==> src/rtl/cacc_defs.svh <==
// Register indices, field positions, reset values and divider counts
`ifndef CACC_DEFS_SVH
`define CACC_DEFS_SVH
`define CACC_IDX_CTRL 8'hD8
`define CACC_IDX_SRC 8'hD9
`define CACC_IDX_MODE0 8'hDA
`define CACC_IDX_MODE1 8'hDB
`define CACC_IDX_CNT_LO 8'hE9
`define CACC_IDX_CAP0_LO 8'hEA
`define CACC_IDX_CAP1_LO 8'hEB
`define CACC_IDX_AUX0 8'hF2
`define CACC_IDX_AUX1 8'hF3
`define CACC_IDX_CNT_HI 8'hF9
`define CACC_IDX_CAP0_HI 8'hFA
`define CACC_IDX_CAP1_HI 8'hFB
`define CACC_RST_BYTE 8'h00
`define CACC_RST_MODE 7'h00
// Mode register fields
`define CACC_ECOM 6
`define CACC_CAPP 5
`define CACC_CAPN 4
`define CACC_MAT 3
`define CACC_TOG 2
`define CACC_PWM 1
`define CACC_ECCF 0
// Control and clock-select fields
`define CACC_OVF_BIT 7
`define CACC_RUN_BIT 6
`define CACC_ECF 0
`define CACC_CPS_LSB 1
// Divider limits (count minus one)
`define CACC_DIV12 4'hB
`define CACC_DIV2 4'h1
`define CACC_DIV4 4'h3
`define CACC_DIV6 4'h5
`define CACC_DIV8 4'h7
`define CACC_DIV1 4'h0
`define CACC_RESP_OK 2'b00
`define CACC_RESP_ERR 2'b10
`endif

==> src/rtl/cacc_pkg.sv <==
// Types shared by the counter array
`default_nettype none
package cacc_pkg;
  typedef enum logic [2:0] {
    CACC_SRC_DIV12 = 3'b000,
    CACC_SRC_DIV2 = 3'b001,
    CACC_SRC_TMR0 = 3'b010,
    CACC_SRC_EXT = 3'b011,
    CACC_SRC_DIV1 = 3'b100,
    CACC_SRC_DIV4 = 3'b101,
    CACC_SRC_DIV6 = 3'b110,
    CACC_SRC_DIV8 = 3'b111
  } cacc_src_t;
  typedef struct packed {
    logic [6:0] mode;
    logic [1:0] width;
    logic epcH;
    logic epcL;
    logic [7:0] capL;
    logic [7:0] capH;
    logic ccf;
    logic pinQ;
    logic pwmLvl;
    logic pinS1;
    logic pinS2;
    logic pinPrev;
  } cacc_mod_t;
  typedef struct packed {
    cacc_mod_t [1:0] mods;
    logic [7:0] cntLo;
    logic [7:0] cntHi;
    logic ovfFlag;
    logic runBit;
    logic ecf;
    cacc_src_t cps;
    logic [3:0] divCnt;
    logic eciS1;
    logic eciS2;
    logic eciPrev;
    logic awGot;
    logic wGot;
    logic [7:0] awIdx;
    logic awOk;
    logic [7:0] wByte;
    logic wLane;
    logic bvalid;
    logic [1:0] bresp;
    logic rvalid;
    logic [1:0] rresp;
    logic [7:0] rdata;
  } cacc_state_t;
endpackage : cacc_pkg
`default_nettype wire

==> src/rtl/cacc_core.sv <==
// Two-module counter array with capture, compare and PWM over AXI4-Lite
//
// Summary of operation
// - 16-bit count in two bytes, reset zero
// - Module byte pair holds capture/compare value
// - In PWM the pair sets duty cycle
// - Compare bytes reset zero at fixed indices
// - Width select 00=8,01=7,10=6,11=8 bits
// - Aux bits 5:2 reserved, bits 1:0 extend
// - Comparator plus pulse mode gives plain PWM
// - PWM with rising-edge flag
// - PWM with falling-edge flag
// - PWM with flag on both edges
// - Rising pin edge captures the count
// - Falling pin edge captures the count
// - Any pin transition captures the count
// - Comparator plus match is software timer
// - Adding pin flip gives high-speed output
// - Rollover sets sticky overflow flag, interrupt
// - Capture latches count and sets event flag
// - Pin flip toggles pin on each match
// - Counter counts only while run bit set
`include "cacc_defs.svh"
`default_nettype none
module cacc_core (
  input wire logic clock,
  input wire logic sys_rst,
  input wire logic awvalid,
  output logic awready,
  input wire logic [11:0] awaddr,
  input wire logic wvalid,
  output logic wready,
  input wire logic [31:0] wdata,
  input wire logic [3:0] wstrb,
  output logic bvalid,
  input wire logic bready,
  output logic [1:0] bresp,
  input wire logic arvalid,
  output logic arready,
  input wire logic [11:0] araddr,
  output logic rvalid,
  input wire logic rready,
  output logic [31:0] rdata,
  output logic [1:0] rresp,
  input wire logic timer0Tick,
  input wire logic extCountPin,
  input wire logic [1:0] modulePinIn,
  output logic [1:0] modulePinOut,
  output logic [1:0] modulePinOe,
  output logic arrayIrq
);
  import cacc_pkg::*;

  cacc_state_t q;
  cacc_state_t s;
  logic countTick;
  logic wrFire;
  logic [1:0] capEv;
  logic [1:0] matchEv;
  logic [1:0] pwmOut;

  // Divider limit for each count source
  function automatic logic [3:0] divLimit(input cacc_src_t src);
    case (src)
      CACC_SRC_DIV12: divLimit = `CACC_DIV12;
      CACC_SRC_DIV2: divLimit = `CACC_DIV2;
      CACC_SRC_DIV4: divLimit = `CACC_DIV4;
      CACC_SRC_DIV6: divLimit = `CACC_DIV6;
      CACC_SRC_DIV8: divLimit = `CACC_DIV8;
      default: divLimit = `CACC_DIV1;
    endcase
  endfunction : divLimit

  // PWM resolution mask from the width select
  function automatic logic [7:0] maskFor(input logic [1:0] width);
    case (width)
      2'b01: maskFor = 8'h7F;
      2'b10: maskFor = 8'h3F;
      default: maskFor = 8'hFF;
    endcase
  endfunction : maskFor

  // Word index of a byte address, valid only when aligned
  function automatic logic [8:0] wordIdx(input logic [11:0] addr);
    wordIdx = {addr[11:10] == 2'b00 && addr[1:0] == 2'b00, addr[9:2]};
  endfunction : wordIdx

  // Whether an index names a register
  function automatic logic isMapped(input logic [7:0] idx);
    case (idx)
      `CACC_IDX_CTRL, `CACC_IDX_SRC, `CACC_IDX_MODE0, `CACC_IDX_MODE1,
      `CACC_IDX_CNT_LO, `CACC_IDX_CAP0_LO, `CACC_IDX_CAP1_LO,
      `CACC_IDX_AUX0, `CACC_IDX_AUX1, `CACC_IDX_CNT_HI,
      `CACC_IDX_CAP0_HI, `CACC_IDX_CAP1_HI: isMapped = 1'b1;
      default: isMapped = 1'b0;
    endcase
  endfunction : isMapped

  // Count enable and bus write strobe
  assign countTick = q.runBit && (q.divCnt == divLimit(q.cps) &&
    q.cps != CACC_SRC_TMR0 && q.cps != CACC_SRC_EXT ||
    q.cps == CACC_SRC_TMR0 && timer0Tick ||
    q.cps == CACC_SRC_EXT && q.eciS2 && !q.eciPrev);
  assign wrFire = q.awGot && q.wGot && !q.bvalid;

  // Bus handshakes and outputs
  assign awready = !q.awGot && !q.bvalid;
  assign wready = !q.wGot && !q.bvalid;
  assign arready = !q.rvalid;
  assign bvalid = q.bvalid;
  assign bresp = q.bresp;
  assign rvalid = q.rvalid;
  assign rresp = q.rresp;
  assign rdata = {24'h00_0000, q.rdata};
  assign arrayIrq = (q.ovfFlag && q.ecf) ||
    (q.mods[0].ccf && q.mods[0].mode[`CACC_ECCF]) ||
    (q.mods[1].ccf && q.mods[1].mode[`CACC_ECCF]);

  // Pin drive: PWM level or toggle register
  always_comb begin
    for (int i = 0; i < 2; i++) begin
      modulePinOe[i] = q.mods[i].mode[`CACC_ECOM] &&
        (q.mods[i].mode[`CACC_PWM] || q.mods[i].mode[`CACC_TOG]);
      modulePinOut[i] = q.mods[i].mode[`CACC_PWM] ? q.mods[i].pwmLvl :
        q.mods[i].pinQ;
    end
  end

  // Next state of the whole block
  always_comb begin
    logic [15:0] cnt;
    logic [7:0] mask;
    logic [7:0] lowM;
    logic rise;
    logic fall;
    logic isPwm;
    logic isCap;
    logic pwmRise;
    logic cfSet;
    logic [1:0] ccfSet;
    logic [8:0] rIdx;
    logic [8:0] wIdx;
    cnt = {q.cntHi, q.cntLo};
    mask = 8'h00;
    lowM = 8'h00;
    rise = 1'b0;
    fall = 1'b0;
    isPwm = 1'b0;
    isCap = 1'b0;
    pwmRise = 1'b0;
    cfSet = 1'b0;
    ccfSet = 2'b00;
    rIdx = wordIdx(araddr);
    wIdx = wordIdx(awaddr);
    capEv = 2'b00;
    matchEv = 2'b00;
    pwmOut = 2'b00;
    s = q;
    // Count source synchronisers and divider
    s.eciS1 = extCountPin;
    s.eciS2 = q.eciS1;
    s.eciPrev = q.eciS2;
    s.divCnt = (q.divCnt >= divLimit(q.cps)) ? 4'h0 : q.divCnt + 4'h1;
    // Shared time base
    if (countTick) begin
      {s.cntHi, s.cntLo} = cnt + 16'h0001;
      cfSet = (cnt == 16'hFFFF);
    end
    for (int i = 0; i < 2; i++) begin
      s.mods[i].pinS1 = modulePinIn[i];
      s.mods[i].pinS2 = q.mods[i].pinS1;
      s.mods[i].pinPrev = q.mods[i].pinS2;
      rise = q.mods[i].pinS2 && !q.mods[i].pinPrev;
      fall = !q.mods[i].pinS2 && q.mods[i].pinPrev;
      isPwm = q.mods[i].mode[`CACC_ECOM] && q.mods[i].mode[`CACC_PWM];
      isCap = !q.mods[i].mode[`CACC_PWM] && !q.mods[i].mode[`CACC_MAT] &&
        !q.mods[i].mode[`CACC_TOG];
      // PWM compare against the masked low count
      mask = maskFor(q.mods[i].width);
      lowM = q.cntLo & mask;
      pwmOut[i] = {1'b0, lowM} >=
        {q.mods[i].epcL, q.mods[i].capL & mask};
      if (isPwm) begin
        s.mods[i].pwmLvl = pwmOut[i];
        pwmRise = pwmOut[i] && !q.mods[i].pwmLvl;
        if (q.mods[i].mode[`CACC_CAPP] && pwmRise) begin
          ccfSet[i] = 1'b1;
        end
        if (q.mods[i].mode[`CACC_CAPN] && !pwmOut[i] &&
            q.mods[i].pwmLvl) begin
          ccfSet[i] = 1'b1;
        end
        if (countTick && lowM == mask) begin
          s.mods[i].capL = q.mods[i].capH;
          s.mods[i].epcL = q.mods[i].epcH;
        end
      end else begin
        s.mods[i].pwmLvl = 1'b0;
      end
      // Capture on the selected pin edge
      if (isCap && ((q.mods[i].mode[`CACC_CAPP] && rise) ||
          (q.mods[i].mode[`CACC_CAPN] && fall))) begin
        capEv[i] = 1'b1;
        {s.mods[i].capH, s.mods[i].capL} = cnt;
        ccfSet[i] = 1'b1;
      end
      // Match of count against the module pair
      if (q.mods[i].mode[`CACC_ECOM] && !q.mods[i].mode[`CACC_PWM] &&
          countTick && cnt == {q.mods[i].capH, q.mods[i].capL}) begin
        matchEv[i] = 1'b1;
        if (q.mods[i].mode[`CACC_MAT]) begin
          ccfSet[i] = 1'b1;
        end
        if (q.mods[i].mode[`CACC_TOG]) begin
          s.mods[i].pinQ = !q.mods[i].pinQ;
        end
      end
      s.mods[i].ccf = q.mods[i].ccf || ccfSet[i];
    end
    s.ovfFlag = q.ovfFlag || cfSet;
    // Write channel capture
    if (awvalid && awready) begin
      s.awGot = 1'b1;
      s.awIdx = wIdx[7:0];
      s.awOk = wIdx[8] && isMapped(wIdx[7:0]);
    end
    if (wvalid && wready) begin
      s.wGot = 1'b1;
      s.wByte = wdata[7:0];
      s.wLane = wstrb[0];
    end
    // Register write; hardware set wins over a clear
    if (wrFire) begin
      s.awGot = 1'b0;
      s.wGot = 1'b0;
      s.bvalid = 1'b1;
      s.bresp = q.awOk ? `CACC_RESP_OK : `CACC_RESP_ERR;
      if (q.awOk && q.wLane) begin
        case (q.awIdx)
          `CACC_IDX_CTRL: begin
            s.ovfFlag = q.wByte[`CACC_OVF_BIT] || cfSet;
            s.runBit = q.wByte[`CACC_RUN_BIT];
            s.mods[1].ccf = q.wByte[1] || ccfSet[1];
            s.mods[0].ccf = q.wByte[0] || ccfSet[0];
          end
          `CACC_IDX_SRC: begin
            s.cps = cacc_src_t'(q.wByte[`CACC_CPS_LSB +: 3]);
            s.ecf = q.wByte[`CACC_ECF];
          end
          `CACC_IDX_MODE0: s.mods[0].mode = q.wByte[6:0];
          `CACC_IDX_MODE1: s.mods[1].mode = q.wByte[6:0];
          `CACC_IDX_CNT_LO: s.cntLo = q.wByte;
          `CACC_IDX_CNT_HI: s.cntHi = q.wByte;
          `CACC_IDX_CAP0_LO: s.mods[0].capL = q.wByte;
          `CACC_IDX_CAP0_HI: s.mods[0].capH = q.wByte;
          `CACC_IDX_CAP1_LO: s.mods[1].capL = q.wByte;
          `CACC_IDX_CAP1_HI: s.mods[1].capH = q.wByte;
          `CACC_IDX_AUX0: begin
            s.mods[0].width = q.wByte[7:6];
            {s.mods[0].epcH, s.mods[0].epcL} = q.wByte[1:0];
          end
          `CACC_IDX_AUX1: begin
            s.mods[1].width = q.wByte[7:6];
            {s.mods[1].epcH, s.mods[1].epcL} = q.wByte[1:0];
          end
          default: s.bresp = `CACC_RESP_ERR;
        endcase
      end
    end
    if (q.bvalid && bready) begin
      s.bvalid = 1'b0;
    end
    // Register read
    if (q.rvalid && rready) begin
      s.rvalid = 1'b0;
    end
    if (arvalid && arready) begin
      s.rvalid = 1'b1;
      s.rresp = (rIdx[8] && isMapped(rIdx[7:0])) ? `CACC_RESP_OK :
        `CACC_RESP_ERR;
      case (rIdx[8] ? rIdx[7:0] : 8'h00)
        `CACC_IDX_CTRL: s.rdata = {q.ovfFlag, q.runBit, 4'h0,
          q.mods[1].ccf, q.mods[0].ccf};
        `CACC_IDX_SRC: s.rdata = {4'h0, q.cps, q.ecf};
        `CACC_IDX_MODE0: s.rdata = {1'b0, q.mods[0].mode};
        `CACC_IDX_MODE1: s.rdata = {1'b0, q.mods[1].mode};
        `CACC_IDX_CNT_LO: s.rdata = q.cntLo;
        `CACC_IDX_CNT_HI: s.rdata = q.cntHi;
        `CACC_IDX_CAP0_LO: s.rdata = q.mods[0].capL;
        `CACC_IDX_CAP0_HI: s.rdata = q.mods[0].capH;
        `CACC_IDX_CAP1_LO: s.rdata = q.mods[1].capL;
        `CACC_IDX_CAP1_HI: s.rdata = q.mods[1].capH;
        `CACC_IDX_AUX0: s.rdata = {q.mods[0].width, 4'h0, q.mods[0].epcH,
          q.mods[0].epcL};
        `CACC_IDX_AUX1: s.rdata = {q.mods[1].width, 4'h0, q.mods[1].epcH,
          q.mods[1].epcL};
        default: s.rdata = 8'h00;
      endcase
    end
  end

  // State register
  always_ff @(posedge clock or posedge sys_rst) begin
    if (sys_rst) begin
      q <= '0;
    end else begin
      q <= s;
    end
  end
endmodule : cacc_core
`default_nettype wire

==> config.mk <==
export PLATFORM = sky130hd
export DESIGN_NAME = cacc_core
export DESIGN_NICKNAME = d
export VERILOG_FILES = /design/src/rtl/cacc_pkg.sv /design/src/rtl/cacc_core.sv
export VERILOG_INCLUDE_DIRS = /design/src /design/src/rtl
export SDC_FILE = /design/constraint.sdc
export NUM_CORES = 1
export LEC_CHECK = 0
export BUFFER_PORTS_ARGS = -buffer_cell sky130_fd_sc_hd__buf_2
export CORE_ASPECT_RATIO = 0.9
export CORE_MARGIN = 5
export CORE_UTILIZATION = 40
export DETAILED_ROUTE_END_ITERATION = 7
export SKIP_CTS_REPAIR_TIMING = 1
export SLEW_MARGIN = 0
export SYNTH_ARGS = -nofsm -noshare
export SYNTH_HDL_FRONTEND = slang
export SYNTH_SLANG_ARGS = --single-unit
==> constraint.sdc <==
create_clock -name clock -period 5.8 [get_ports clock]
set_clock_uncertainty 0.15 [all_clocks]
set_input_delay 0.29 -clock clock [delete_from_list [all_inputs] [get_ports clock]]
set_output_delay 0.29 -clock clock [all_outputs]
set_load 0.01 [all_outputs]
==> reports/metrics.yaml, run 1 <==
place:
  post-place-ws_ns: 2.60
  globalplace.congestion: 0.929
  dpl_cell_area_mm2: 0.00813
  detailedPlacementHpwl_mm: 16.0
  placement.io_buffers: 63
  placedCellCount: 1087
sta:
  final_cycle_utilization_of_the_critical_path: 0.557
  layout_setup_ws_ns: 2.57
  finalHoldViolations: 0
  relSlewSlack: 0.281
  fmax_mhz: 309
  worst_slew_pin_slew_ns: 1.08
  setup_viol_count_final: 0
  fin_crit_ns: 3.23
  finalMaxSlewViolations: 0
  finalSetupTns_ns: 0
  grt_setup_unrepaired: "no"
drt:
  initial_drc_count: 767
  post_drt_via_cell_ratio: 5.68
  route.vias.total: 6484
  drc_errors: 0
  drt_pass1_iterations: 6
  wl_per_cell_um: 20.2
  postRouteAntennaNets: 0
  drt_wl_total_mm: 23.1
min_path:
  min_path_cells: 4
  hp-class: "primary input to flip-flop"
  holdPathEnd: "q[23]"
  worst_hold_startpoint: "awaddr[11]"
power:
  vdd_ir_drop_max_v: 0.000255
  p_sw_frac: 0.327
  clkPwrFrac: 0.385
  power_per_cell_area_mw_per_mm2: 310
  share_comb_of_total_power: 0.160
  p_leak_nw: 4.10
  p_seq_frac: 0.456
  switching_power_w: 0.000906
  intPower_w: 0.00186
final_layout:
  area.growth.synth_to_final_pct: 13.5
  post-route-util: 0.464
  layoutNonFillerInstCount: 1141
  fill_cells: 1846
  final_nets: 974
  final_common_cell: "sky130_fd_sc_hd__dfrtp_1"
  most-common-layout-cells: "sky130_fd_sc_hd__dfrtp_1, sky130_fd_sc_hd__nor2_1, sky130_fd_sc_hd__buf_2, sky130_fd_sc_hd__a21oi_1, sky130_fd_sc_hd__mux2_2"
  postLayoutCellArea_mm2: 0.00894
  num_antenna_cells: 0
  drive_above_1_share: 0.185
yosys:
  cell_variety_after_synth: 68
  seq_area_frac_synth: 0.404
  mean_instance_size_in_the_synthesized_netlist_um2: 9.43
  synth-seq-cells: 127
  netlist_area_mm2: 0.00787
  synthesis.instances: 835
  ys_warn_count: 0
  postSynth.asyncResetShare: 1.00
  ys_dominant_reg_cell: "sky130_fd_sc_hd__dfrtp_1"
  edff_count_synth: 0
grt:
  antenna_found_initial: 0
  grt_pass1_wl_mm: 36.2
  number_of_global_route_vias_before_repair: 6185
  grt_max_degree: 79
  globalRouteOverflowTotal: 0
  groute.usage.overall: 0.209
setup_path:
  worstReg2RegEnd: "q[80]"
  cp-end-kind: "flip-flop"
  critical_path_peak_fanout: 9
  launch_point_of_the_worst_reg_to_reg_path: "q[41]"
  cp-start-kind: "flip-flop"
  worst_ep_arrival_time_ns: 3.39
  worstRegToRegCells: 8
  critPathKind: "flip-flop to flip-flop"
  worstSetupStartpoint: "q[41]"
  worst-endpoint-required_ns: 5.96
  regToRegSetupSlack_ns: 2.57
floorplan:
  io_pins: 117
  floorplan.initialDensity: 0.408
  fp-row-count: 48
  core-area_mm2: 0.0193
  die_area_mm2: 0.0226
  dieWidth_um: 158
  height_of_the_chip_um: 143
clock_network:
  clkSinkCount: 127
  clockBufferDepth: 2
  clock_tree_root_driver_cell: "sky130_fd_sc_hd__clkbuf_16"
  clkTransAtPathRegs_ns: 0.06
  tritoncts: "yes"
  cts-htree-levels: 4
  cts_buffers: 17
  clock_network_latency_to_the_later_pin_of_the_worst_skew_pair_ns: 0.43
run_status:
  run_status: "completed"
run:
  maxCapViolations: 0
registers in the layout, summed over array words and instances (netlist names):
signal  flops
q         115
rvalid      1
bresp       1
rresp       1
bvalid      1
rdata       8
routing by layer:
metal	wire length (µm)	up-vias	track usage	share of wire
met2	10400	285	0.317	0.45
met5	0	-	0	0
met1	10500	3180	0.309	0.46
li1	-	2995	-	-
met4	331	0	0.0480	0.014
met3	1820	24	0.0406	0.079
worst max-delay path, stage by stage (launching register included):
cell	delay (ns)
sky130_fd_sc_hd__dfrtp_1	0.47
sky130_fd_sc_hd__or3_1	0.43
sky130_fd_sc_hd__a21boi_0	0.14
sky130_fd_sc_hd__ha_1	0.31
sky130_fd_sc_hd__a41o_2	0.30
sky130_fd_sc_hd__nand4_1	0.62
sky130_fd_sc_hd__mux2i_1	0.38
sky130_fd_sc_hd__a211oi_1	0.11
sky130_fd_sc_hd__a21o_1	0.22
cells in the mapped netlist, drive strengths merged, types with 20 or more instances:
cell type  number  area share
o21ai          29       0.018
a21o           20       0.019
xor2           22       0.024
mux2           53       0.076
nand3          26       0.017
nor2           93       0.046
dfrtp         127        0.40
clkbuf         41       0.020
buf            48       0.044
a21oi          58       0.037
inv            26       0.012
mux2i          42       0.053
nand2          52       0.025
ha             24       0.038
through the flow:
stage | hold slack [ns] | power [W]
final | 0.0344 | 0.00277
after global routing | 0.0408 | 0.00290
after CTS | -0.196 | 0.00277
after detailed placement | 0.185 | 0.00171
after global placement | 0.183 | 0.00170
after floorplan | 0.171 | 0.00153
cell families (layout without fill, tap and decap cells):
kind of cell | after synthesis | after routing | share of synthesized area
xor+xnor | 39 | 39 | 0.0434
simple gates | 258 | 258 | 0.165
buf+inv | 115 | 146 | 0.0760
mux | 96 | 96 | 0.132
flops | 127 | 127 | 0.404
compound gates | 175 | 175 | 0.141
fa+ha+maj | 24 | 24 | 0.0381
other cells | 1 | 26 | 0.000476
worst max-delay path by stage:
stage / end / slack (ns)
after floorplan: bresp[1] / 1.98
final: q[80] / 2.57
after detailed placement: q[83] / 2.60
after global routing: q[79] / 2.40
after CTS: q[83] / 2.58
after global placement: q[77] / 2.61
power by group through the flow:
stage          Sequential (W)  Combinational, W  Clock [W]
2_1_floorplan         0.00109          0.000448          0
3_3_place_gp          0.00127          0.000425          0
3_5_place_dp          0.00127          0.000433          0
4_1_cts               0.00126          0.000435    0.00108
5_1_grt               0.00128          0.000502    0.00112
6_report              0.00126          0.000442    0.00107
final cells by class:
| class | count | area (µm²) | area share |
|---|---|---|---|
| Sequential cell | 127 | 3180 | 0.356 |
| Timing Repair Buffer | 89 | 568 | 0.0636 |
| Inverter | 26 | 103 | 0.0115 |
| Multi-Input combinational cell | 618 | 4200 | 0.469 |
| Tap cell | 250 | 313 | 0.0350 |
| Clock inverter | 13 | 140 | 0.0157 |
| Clock buffer | 18 | 439 | 0.0491 |
No activity file was read; power rests on OpenSTA's default activity.
==> run 2, diff against run 1 <==
- ABC_AREA: unset -> 1
- clock period: 5.8 -> 3.2 ns (I/O delays scaled with it)
==> reports/metrics.yaml, run 2 <==
place:
  detailedPlacementHpwl_mm: 19.7  # +23%
  placement.io_buffers: 63  # unchanged
  globalplace.congestion: 0.969  # +4.3%
final_layout:
  post-route-util: 0.467  # +0.00385
  final_nets: 1324  # +36%
  largest_reg_flops: 115  # unchanged
  registers.top_by_ff_count: "q"
  final_common_cell: "sky130_fd_sc_hd__nand2_1"
  fill_cells: 2076  # +12%
  most-common-layout-cells: "sky130_fd_sc_hd__nand2_1, sky130_fd_sc_hd__inv_1, sky130_fd_sc_hd__nand3_1, sky130_fd_sc_hd__dfrtp_1, sky130_fd_sc_hd__nor2_1"
  area.growth.synth_to_final_pct: 15.8
  drive_above_1_share: 0.106  # -0.0796
sta:
  finalMaxSlewViolations: 0  # unchanged
  fin_crit_ns: 2.81  # -0.421 ns
  final_cycle_utilization_of_the_critical_path: 0.878  # +0.321
  finalSetupTns_ns: 0  # unchanged
  setup_viol_count_final: 0  # unchanged
  relSlewSlack: 0.444  # +0.163
  worst_slew_pin_slew_ns: 0.833  # -0.242 ns
  fmax_mhz: 356  # +15%
  grt_setup_unrepaired: "no"
  finalHoldViolations: 0  # unchanged
setup_path:
  worst-endpoint-required_ns: 3.33  # -2.63 ns
  critical_path_peak_fanout: 11  # +2
  cp-end-kind: "flip-flop"
  launch_point_of_the_worst_reg_to_reg_path: "q[41]"
  regToRegSetupSlack_ns: 0.39  # -2.18 ns
  critPathKind: "flip-flop to flip-flop"
  cp-start-kind: "flip-flop"
  worstReg2RegEnd: "q[61]"
  worstRegToRegCells: 13  # +5
  worst_ep_arrival_time_ns: 2.94  # -0.45 ns
yosys:
  netlist_area_mm2: 0.00836  # +6.1%
  mean_instance_size_in_the_synthesized_netlist_um2: 7.22  # -23%
  synthMostInstantiatedCell: "sky130_fd_sc_hd__nand2_1"
  seq_area_frac_synth: 0.380  # -0.0233
  ys_dominant_reg_cell: "sky130_fd_sc_hd__dfrtp_1"
  cell_variety_after_synth: 46  # -32%
  ys_top_cells_by_area: "sky130_fd_sc_hd__dfrtp_1, sky130_fd_sc_hd__nand2_1, sky130_fd_sc_hd__nand3_1"
  postSynth.asyncResetShare: 1.00  # unchanged
  synth_top_area_share: 0.380  # -0.0233
  yosys-top-cells-count: "sky130_fd_sc_hd__nand2_1, sky130_fd_sc_hd__inv_1, sky130_fd_sc_hd__nand3_1"
  synth_area_leader: "sky130_fd_sc_hd__dfrtp_1"
  ys_warn_count: 0  # unchanged
  synth-seq-cells: 127  # unchanged
  synthesis.instances: 1158  # +39%
  edff_count_synth: 0  # unchanged
clock_network:
  clock_network_latency_to_the_later_pin_of_the_worst_skew_pair_ns: 0.42  # about the same
  tritoncts: "yes"
  clock_tree_root_driver_cell: "sky130_fd_sc_hd__clkbuf_16"
  cts-htree-levels: 4  # unchanged
  cts_buffers: 17  # unchanged
  clkSinkCount: 127  # unchanged
  clockBufferDepth: 2  # unchanged
  clkTransAtPathRegs_ns: 0.06  # about the same
floorplan:
  core-area_mm2: 0.0207  # +7.4%
  height_of_the_chip_um: 147  # +2.8%
  floorplan.initialDensity: 0.404  # -0.00486
  dieWidth_um: 162  # +2.8%
  io_pins: 117  # unchanged
  fp-row-count: 50  # +4.2%
  die_area_mm2: 0.0239  # +5.7%
drt:
  drc_errors: 0  # unchanged
  route.vias.total: 8179  # +26%
  initial_drc_count: 878  # +14%
  drt_wl_total_mm: 27.7  # +20%
  drt_pass1_iterations: 6  # unchanged
  postRouteAntennaNets: 0  # unchanged
  post_drt_via_cell_ratio: 5.35  # -5.8%
  wl_per_cell_um: 18.1  # -10%
grt:
  number_of_global_route_vias_before_repair: 7410  # +20%
  grt_pass1_wl_mm: 42.2  # +16%
  grt_max_degree: 68  # -14%
  groute.usage.overall: 0.229  # +0.0197
  antenna_found_initial: 1  # +1
  globalRouteOverflowTotal: 0  # unchanged
run_status:
  run_status: "completed"
min_path:
  holdPathEnd: "rresp[1]"
  min_path_cells: 4  # unchanged
  hp-class: "primary input to flip-flop"
  worst_hold_startpoint: "araddr[5]"
power:
  power_per_cell_area_mw_per_mm2: 492  # +59%
  vdd_ir_drop_max_v: 0.000408  # +60%
  p_leak_nw: 4.77  # +16%
run:
  maxCapViolations: 0  # unchanged
[run 2: worst max path at each step]
stage	endpoint	start	slack, ns
after floorplan	q[85]	q[41]	0.99
after global placement	q[61]	q[41]	0.49
after detailed placement	q[61]	q[41]	0.44
after CTS	q[61]	q[41]	0.42
after global routing	q[61]	q[41]	0.23
final	q[61]	q[41]	0.39
[run 2: power breakdown]
group          internal (W)  switching (W)  leakage, nW
Combinational      0.000186       0.000535         2.92
Clock               0.00134       0.000736        0.289
Sequential          0.00175       0.000215         1.57
[run 2: per-layer routing]
layer / share of wire / vias to the layer above / GRT usage / wire length [µm]
li1: - / 3900 / - / -
met1: 0.43 / 3807 / 0.326 / 12100
met2: 0.42 / 402 / 0.322 / 11500
met3: 0.11 / 70 / 0.0693 / 3110
met4: 0.038 / 0 / 0.0909 / 1050
met5: 0 / - / 0 / 0
[run 2: through the flow]
step	area [µm²]	instances	power [W]	setup WS [ns]	hold slack, ns
after global routing	9680	1528	0.00494	0.227	0.0527
after detailed placement	8790	1470	0.00266	0.441	0.120
after global placement	8790	1470	0.00265	0.489	0.119
after floorplan	8450	1183	0.00230	0.991	0.0414
after CTS	9420	1501	0.00474	0.424	-0.324
final	9680	1528	0.00476	0.390	0.0424
[run 2: layout make-up]
| type | instances | area, µm² | share of cell area |
|---|---|---|---|
| Tap cell | 286 | 358 | 0.0370 |
| Inverter | 159 | 601 | 0.0621 |
| Clock buffer | 22 | 464 | 0.0480 |
| Timing Repair Buffer | 104 | 713 | 0.0737 |
| Clock inverter | 9 | 159 | 0.0164 |
| Sequential cell | 127 | 3180 | 0.328 |
| Antenna cell | 1 | 2.50 | 0.000259 |
| Multi-Input combinational cell | 820 | 4200 | 0.434 |
[run 2: cells by family after synthesis]
group,after synthesis,share of synthesized area
AOI/OAI and AO/OA,193,0.130
xor gates and xnor gates,23,0.0241
adders and majority gates,24,0.0359
buffers and inverters,236,0.128
DFF,127,0.380
muxes,2,0.00255
other,1,0.000449
and+or+nand+nor,552,0.298
[run 2: critical path: stages, from the launching register on]
cell	delay, ns
sky130_fd_sc_hd__dfrtp_1	0.41
sky130_fd_sc_hd__nor2_1	0.15
sky130_fd_sc_hd__nand2_1	0.08
sky130_fd_sc_hd__o21a_1	0.11
sky130_fd_sc_hd__ha_1	0.29
sky130_fd_sc_hd__nand2_1	0.06
sky130_fd_sc_hd__nor2_1	0.14
sky130_fd_sc_hd__nor2_1	0.09
sky130_fd_sc_hd__nor2_4	0.36
sky130_fd_sc_hd__inv_1	0.19
sky130_fd_sc_hd__nor2_1	0.35
sky130_fd_sc_hd__xor2_1	0.11
sky130_fd_sc_hd__nand2_1	0.07
sky130_fd_sc_hd__o21ai_0	0.09
